File: src/hdl/epco_pkg.sv
// Function
// - Extended opcodes are decoded and run only if the extension enable bit is set when the word is taken.
// - Pointer add matches upper byte 1110 1000; select in 7:6; literal 5:0; no flags.
// - Pointer add sums unsigned 6-bit literal into chosen pointer 0 to 2, writes back.
// - Select value 11 means add-and-return, always working on pointer two.
// - Add-and-return sums the unsigned 6-bit literal into pointer two.
// - After adding, add-and-return pops the stack and loads PC from its top.
// - Add-and-return takes two cycles; the second is a pipeline-refill no-operation.
// - Call via working register first pushes PC plus 2 onto the return stack.
// - Call via working register then copies the working register into the PC low byte.
// - Then PC high and upper bytes load from the high and upper latches.
// - Call via working register takes two cycles; the second is a no-operation fetch.
// - Call via working register saves and restores no working, status or bank register.
package epco_pkg;

  localparam int PTR_W = 12;
  localparam int PC_W  = 21;
  localparam int LIT_W = 6;

  localparam logic [7:0]  PADD_UPPER   = 8'hE8;
  localparam logic [1:0]  SEL_RETURN   = 2'h3;
  localparam logic [1:0]  SEL_PTR_TWO  = 2'h2;
  localparam logic [15:0] CALL_VIA_WORKING_REG_OPCODE = 16'h0014;
  localparam logic [PC_W-1:0] RET_STEP = 21'h000002;

  localparam logic [1:0] PH_Q1 = 2'h0;
  localparam logic [1:0] PH_Q3 = 2'h2;
  localparam logic [1:0] PH_Q4 = 2'h3;

  typedef enum logic [0:0] {
    ST_NORMAL = 1'b0,
    ST_NOP    = 1'b1
  } epco_state_e;

  typedef enum logic [1:0] {
    OP_NONE  = 2'b00,
    OP_PADD  = 2'b01,
    OP_PRET  = 2'b10,
    OP_CALL_VIA_WORKING_REG = 2'b11
  } epco_op_e;

  typedef struct packed {
    logic [PTR_W-1:0] ptr0;
    logic [PTR_W-1:0] ptr1;
    logic [PTR_W-1:0] ptr2;
    logic [PC_W-1:0]  pc;
    logic [PC_W-1:0]  return_stack_top;
    logic [7:0]       working_reg;
    logic [7:0]       pc_high_latch;
    logic [4:0]       pc_upper_latch;
  } epco_core_s;

  typedef struct packed {
    logic             claimed;
    logic             nop_cycle;
    logic             ptr_we;
    logic [1:0]       ptr_sel;
    logic [PTR_W-1:0] ptr_value;
    logic             push;
    logic [PC_W-1:0]  push_value;
    logic             pop;
    logic             pc_load;
    logic [PC_W-1:0]  pc_value;
  } epco_exec_s;

  localparam epco_exec_s EXEC_IDLE = '0;

endpackage

File: src/hdl/epco_exec.sv
`timescale 1ns/10ps
module epco_exec (
  input  wire logic               clock,
  input  wire logic               reset_n,
  input  wire logic               clk_en,
  input  wire logic               extended_set_config_bit,
  input  wire logic               instr_valid,
  input  wire logic [15:0]        instr_word,
  input  wire epco_pkg::epco_core_s core_in,
  output epco_pkg::epco_exec_s    exec_out
);

  logic [1:0]                 phase_ff;
  logic [1:0]                 nxt_phase;
  epco_pkg::epco_state_e      state_ff;
  epco_pkg::epco_state_e      nxt_state;
  epco_pkg::epco_op_e         op_ff;
  epco_pkg::epco_op_e         nxt_op;
  logic [epco_pkg::LIT_W-1:0] lit_ff;
  logic [epco_pkg::LIT_W-1:0] nxt_lit;
  logic [1:0]                 sel_ff;
  logic [1:0]                 nxt_sel;
  epco_pkg::epco_exec_s       out_ff;
  epco_pkg::epco_exec_s       nxt_out;
  logic [epco_pkg::PTR_W-1:0] sel_ptr;
  epco_pkg::epco_op_e         dec_op;

  assign exec_out = out_ff;

  // The enable bit gates recognition so standard-set code never sees these opcodes.
  always_comb begin
    dec_op = epco_pkg::OP_NONE;
    if (extended_set_config_bit) begin
      if (instr_word[15:8] == epco_pkg::PADD_UPPER) begin
        if (instr_word[7:6] == epco_pkg::SEL_RETURN) begin
          dec_op = epco_pkg::OP_PRET;
        end else begin
          dec_op = epco_pkg::OP_PADD;
        end
      end else if (instr_word == epco_pkg::CALL_VIA_WORKING_REG_OPCODE) begin
        dec_op = epco_pkg::OP_CALL_VIA_WORKING_REG;
      end
    end
  end

  always_comb begin
    case (sel_ff)
      2'h0:    sel_ptr = core_in.ptr0;
      2'h1:    sel_ptr = core_in.ptr1;
      default: sel_ptr = core_in.ptr2;
    endcase
  end

  always_comb begin
    nxt_phase = phase_ff;
    nxt_state = state_ff;
    nxt_op    = op_ff;
    nxt_lit   = lit_ff;
    nxt_sel   = sel_ff;
    nxt_out   = out_ff;
    if (clk_en) begin
      nxt_phase          = phase_ff + 2'h1;
      nxt_out.ptr_we     = 1'b0;
      nxt_out.push       = 1'b0;
      nxt_out.pop        = 1'b0;
      nxt_out.pc_load    = 1'b0;
      case (state_ff)
        epco_pkg::ST_NORMAL: begin
          if (phase_ff == epco_pkg::PH_Q1) begin
            // Instructions are only taken at the start of a normal cycle.
            nxt_op          = instr_valid ? dec_op : epco_pkg::OP_NONE;
            nxt_lit         = instr_word[epco_pkg::LIT_W-1:0];
            nxt_sel         = instr_word[7:6];
            nxt_out.claimed = instr_valid && (dec_op != epco_pkg::OP_NONE);
          end else if (phase_ff == epco_pkg::PH_Q3) begin
            if (op_ff == epco_pkg::OP_CALL_VIA_WORKING_REG) begin
              nxt_out.push       = 1'b1;
              nxt_out.push_value = core_in.pc + epco_pkg::RET_STEP;
            end
          end else if (phase_ff == epco_pkg::PH_Q4) begin
            nxt_out.claimed = 1'b0;
            nxt_op          = epco_pkg::OP_NONE;
            case (op_ff)
              epco_pkg::OP_PADD: begin
                // Sum wraps at the pointer width; no status flag is touched.
                nxt_out.ptr_we    = 1'b1;
                nxt_out.ptr_sel   = sel_ff;
                nxt_out.ptr_value = sel_ptr + {{(epco_pkg::PTR_W-epco_pkg::LIT_W){1'b0}},
                                               lit_ff};
              end
              epco_pkg::OP_PRET: begin
                nxt_out.ptr_we    = 1'b1;
                nxt_out.ptr_sel   = epco_pkg::SEL_PTR_TWO;
                nxt_out.ptr_value = core_in.ptr2 + {{(epco_pkg::PTR_W-epco_pkg::LIT_W){1'b0}},
                                                    lit_ff};
                nxt_out.pop       = 1'b1;
                nxt_out.pc_load   = 1'b1;
                nxt_out.pc_value  = core_in.return_stack_top;
                nxt_out.nop_cycle = 1'b1;
                nxt_state         = epco_pkg::ST_NOP;
              end
              epco_pkg::OP_CALL_VIA_WORKING_REG: begin
                // Only the PC changes; working, status and bank registers stay put.
                nxt_out.pc_load   = 1'b1;
                nxt_out.pc_value  = {core_in.pc_upper_latch, core_in.pc_high_latch,
                                     core_in.working_reg};
                nxt_out.nop_cycle = 1'b1;
                nxt_state         = epco_pkg::ST_NOP;
              end
              default: begin
                nxt_out.ptr_we = 1'b0;
              end
            endcase
          end
        end
        epco_pkg::ST_NOP: begin
          // Second cycle does nothing while the new target is fetched.
          if (phase_ff == epco_pkg::PH_Q4) begin
            nxt_out.nop_cycle = 1'b0;
            nxt_state         = epco_pkg::ST_NORMAL;
          end
        end
        default: begin
          nxt_state = epco_pkg::ST_NORMAL;
        end
      endcase
    end
  end

  always_ff @(posedge clock or negedge reset_n) begin
    if (!reset_n) begin
      phase_ff <= epco_pkg::PH_Q1;
      state_ff <= epco_pkg::ST_NORMAL;
      op_ff    <= epco_pkg::OP_NONE;
      lit_ff   <= '0;
      sel_ff   <= '0;
      out_ff   <= epco_pkg::EXEC_IDLE;
    end else begin
      phase_ff <= nxt_phase;
      state_ff <= nxt_state;
      op_ff    <= nxt_op;
      lit_ff   <= nxt_lit;
      sel_ff   <= nxt_sel;
      out_ff   <= nxt_out;
    end
  end

endmodule

File: config.mk
export PLATFORM = sky130hd
export DESIGN_NAME = epco_exec
export DESIGN_NICKNAME = d
export VERILOG_FILES = /design/src/hdl/epco_pkg.sv /design/src/hdl/epco_exec.sv
export SDC_FILE = /design/constraint.sdc
export NUM_CORES = 1
export LEC_CHECK = 0
export BUFFER_PORTS_ARGS = -buffer_cell sky130_fd_sc_hd__buf_4
export CAP_MARGIN = 20
export CORE_MARGIN = 1
export CORE_UTILIZATION = 48
export CTS_CLUSTER_DIAMETER = 30
export DETAILED_ROUTE_END_ITERATION = 7
export PLACE_DENSITY = 0.81
export SYNTH_ARGS = -nofsm -noshare
export SYNTH_HDL_FRONTEND = slang
export SYNTH_SLANG_ARGS = --single-unit
export TNS_END_PERCENT = 5
File: constraint.sdc
create_clock -name clock -period 3.7 [get_ports clock]
set_input_delay 0.555 -clock clock [delete_from_list [all_inputs] [get_ports clock]]
set_output_delay 0.555 -clock clock [all_outputs]
set_load 0.01 [all_outputs]
==> impl_results.md <==
- Clk buf depth: 2
- Asr flop ratio synth: 100%
- Post-Syn Nets: 554
- Die H: 94.2 um
- Pwr Total: 2.56 mW
- DRT iter0 DRCs: 145
- Ports: 182
- Placed cells: 689
- Placement Rows: 33
- DP HPWL: 8030 um
- CTS Buf Count: 9
- Post-route DRC: 0
- Crit path DAT: 3.13 ns
- CTS tree: built
- Drt wl/cell: 14.7 um
- FF+latch count, synth: 75
- RD Place Congestion: 0.965
- Worst-path fanout max: 22
- Via-per-instance ratio: 5.25
- Post-route worst setup slack: 0.760 ns
- Pre-antenna DRT Iters: 4
- CTS clock-pin slew for the worst setup and hold paths: 0.08 ns
- Initial antenna violation count: 0
- Count of cells resized by post-cts repair: 0
- Slew @ Worst Pin: 0.927 ns
- Total gr overflow: 0
- Max Slew Vio Count: 0
- Nature of the critical path endpoint: register
- Mapped Area: 4080 um2
- Post-synthesis sequential area ratio: 46.0%
- Max-Cap Viols: 0
- VDD IR-drop max: 0.407 mV
- Die area: 8870 um2
- CP Launch Point: op_ff[0]
- Routed WL: 10400 um
- Critical Path RT: 3.89 ns
- Area contributors post-synth: dfrtp_1 46%, nand2_1 5.9%, mux2_2 4.4%, ha_1 4.0%, a22oi_1 3.9%
- Critical path startpoint category: register
- Status: finished, final reports clean
- Core area: 8220 um2
- Root Driver: clkbuf_8
- Worst-skew pair later-pin latency: 0.34 ns
- Post-synth top flop: dfrtp_1
- Synth area leader: dfrtp_1
- RSZ-0062 raised after global routing: no
- Relative slew margins: 38.2%
- Nets: 729
- Initial Utilization: 49.6%
- Count leader, synth: dfrtp_1
- GR Util All Layers: 24.0%
- Layout area overhead: 38.7%
- Ys Warns: 0
- F_max: 340 MHz
- Fin crit share: 79.5%
- Power Dens Cells: 453 nW/um2
- Post-Layout Cell Count: 704
- R2R Path Start: op_ff[0]
- Post-CTS setup buffers: 0
- Top cells by instance count after synthesis: 75 x dfrtp_1, 64 x nand2_1, 42 x nor2_1, 28 x a21oi_1, 28 x o21ai_0
- Post-synth EDFFs: 0
- Post-route setup TNS: 0 ns
- Fin Clk Skew: 0.0122 ns
- Post-layout min period: 2.94 ns
- Diodes inserted: 0
- Post-route ant nets: 0
- Worst hold path type: in2async
- Post-Syn Instances: 420
- Routed via count: 3694
- Clk sink count: 75
- Die Width: 94.2 um
- Post-synth cell types: 45
- Fillers: 649
- CTS H-tree depth: 3
- Setup CP Type: reg2reg
- Largest net degree at the start of global routing: 76
- Vias in the first global route: 3644
- Lkg Pwr: 2.78 nW
- First-pass GRT wire length: 16500 um
- Worst slack, placed: 0.772 ns
- Hold Vio Cnt, Final: 0
- Post-CTS Hold Fix Bufs: 0
- Finish-stage setup viols: 0
- Syn Area/Cell: 9.71 um2
- Finished Core Util: 68.9%
- Yosys top cell area share: 46.0%
- Fraction of layout cells with a size suffix above 1: 38.2%
- PortBufs: 181
[logic make-up (layout without fill, tap and decap cells)]
family	Yosys count	after routing	share of synthesized area, %
and+or+nand+nor	141	141	16.4
AOI/OAI and AO/OA	104	104	15.3
DFF	75	75	46.0
buffers and inverters	31	210	3.99
muxes	29	29	8.22
xor gates and xnor gates	26	26	5.58
adders and majority gates	14	14	4.48
[stage by stage]
stage	area (um2)	hold slack (ns)
global route	5660	0.413
finish	5660	0.345
global placement	5480	0.461
floorplan	4080	0.259
detailed placement	5480	0.472
CTS	5660	0.386
[cell usage in the layout (no fill, tap or decap), types with 2 or more instances in the layout]
| master | Yosys | layout |
|---|---|---|
| mux2_2 | 16 | 16 |
| mux2i_4 | 2 | 2 |
| clkbuf_8 | 0 | 9 |
| a21oi_1 | 28 | 28 |
| dfrtp_1 | 75 | 75 |
| nor4_1 | 2 | 2 |
| a22oi_1 | 21 | 21 |
| o21ai_1 | 10 | 10 |
| o21ai_0 | 28 | 28 |
| and3_1 | 3 | 3 |
| clkinvlp_4 | 0 | 2 |
| nand4_1 | 3 | 3 |
| nor4b_1 | 2 | 2 |
| nand2_1 | 64 | 64 |
| buf_4 | 3 | 184 |
| nor2_1 | 42 | 41 |
| o21a_1 | 2 | 2 |
| inv_1 | 10 | 10 |
| ha_1 | 13 | 13 |
| xnor2_1 | 14 | 14 |
| clkinv_2 | 0 | 2 |
| nand3_1 | 13 | 13 |
| nor2_8 | 2 | 2 |
| xor2_1 | 12 | 12 |
| mux2i_1 | 11 | 11 |
| o31ai_1 | 3 | 3 |
| a21o_1 | 4 | 4 |
| nor3_2 | 3 | 3 |
[flip-flops by register name (all words and copies together) (netlist names)]
| name | cells |
|---|---|
| exec_out | 62 |
| sel_ff | 2 |
| lit_ff | 6 |
| op_ff | 2 |
| state_ff | 1 |
| phase_ff | 2 |
[path summary, 6_finish.rpt]
path                           endpoint  slack [ns]  cells past startpoint
setup reg to reg           exec_out[53]        0.76                     14
hold / removal             exec_out[20]        0.35                      1
min in group clock         exec_out[24]        0.42                      2
hold reg to reg            exec_out[15]        0.48                      2
max in group asynchronous   phase_ff[0]        2.75                      1
setup / recovery           exec_out[53]        0.76                     14
[cell type report]
cell class / count / area, um2 / area share (%)
Clock inverter: 5 / 55.1 / 0.973
Clock buffer: 10 / 128 / 2.26
Multi-Input combinational cell: 314 / 2050 / 36.1
Inverter: 11 / 41.3 / 0.730
Timing Repair Buffer: 184 / 1380 / 24.4
Tap cell: 105 / 131 / 2.32
Sequential cell: 75 / 1880 / 33.2
[worst max-delay path: stages, from the launching register on]
cell	delay (ns)
dfrtp_1	0.37
inv_1	0.05
ha_1	0.27
nor2_8	0.35
nor2_1	0.07
a21oi_1	0.13
ha_1	0.18
inv_1	0.06
fa_1	0.39
nor2b_1	0.19
o31ai_1	0.14
a211oi_2	0.29
nand2b_1	0.11
xnor2_1	0.14
o21ai_1	0.07
[metal layers]
metal  part of all wire, %  up-vias  global-route usage (%)
li1                      -     1808                       -
met1                    41     1732                    29.0
met2                    51      133                    42.9
met3                   6.0       21                    3.64
met4                   2.1        0                    8.85
met5                     0        -                       0
[where the power goes]
group | leakage, nW | switching, mW | total (mW) | internal, mW
Clock | 0.0881 | 0.289 | 0.594 | 0.306
Combinational | 1.68 | 0.538 | 1.01 | 0.468
Sequential | 1.02 | 0.0868 | 0.964 | 0.878
Total | 2.78 | 0.913 | 2.56 | 1.65
(Power assumes the default switching activity.)
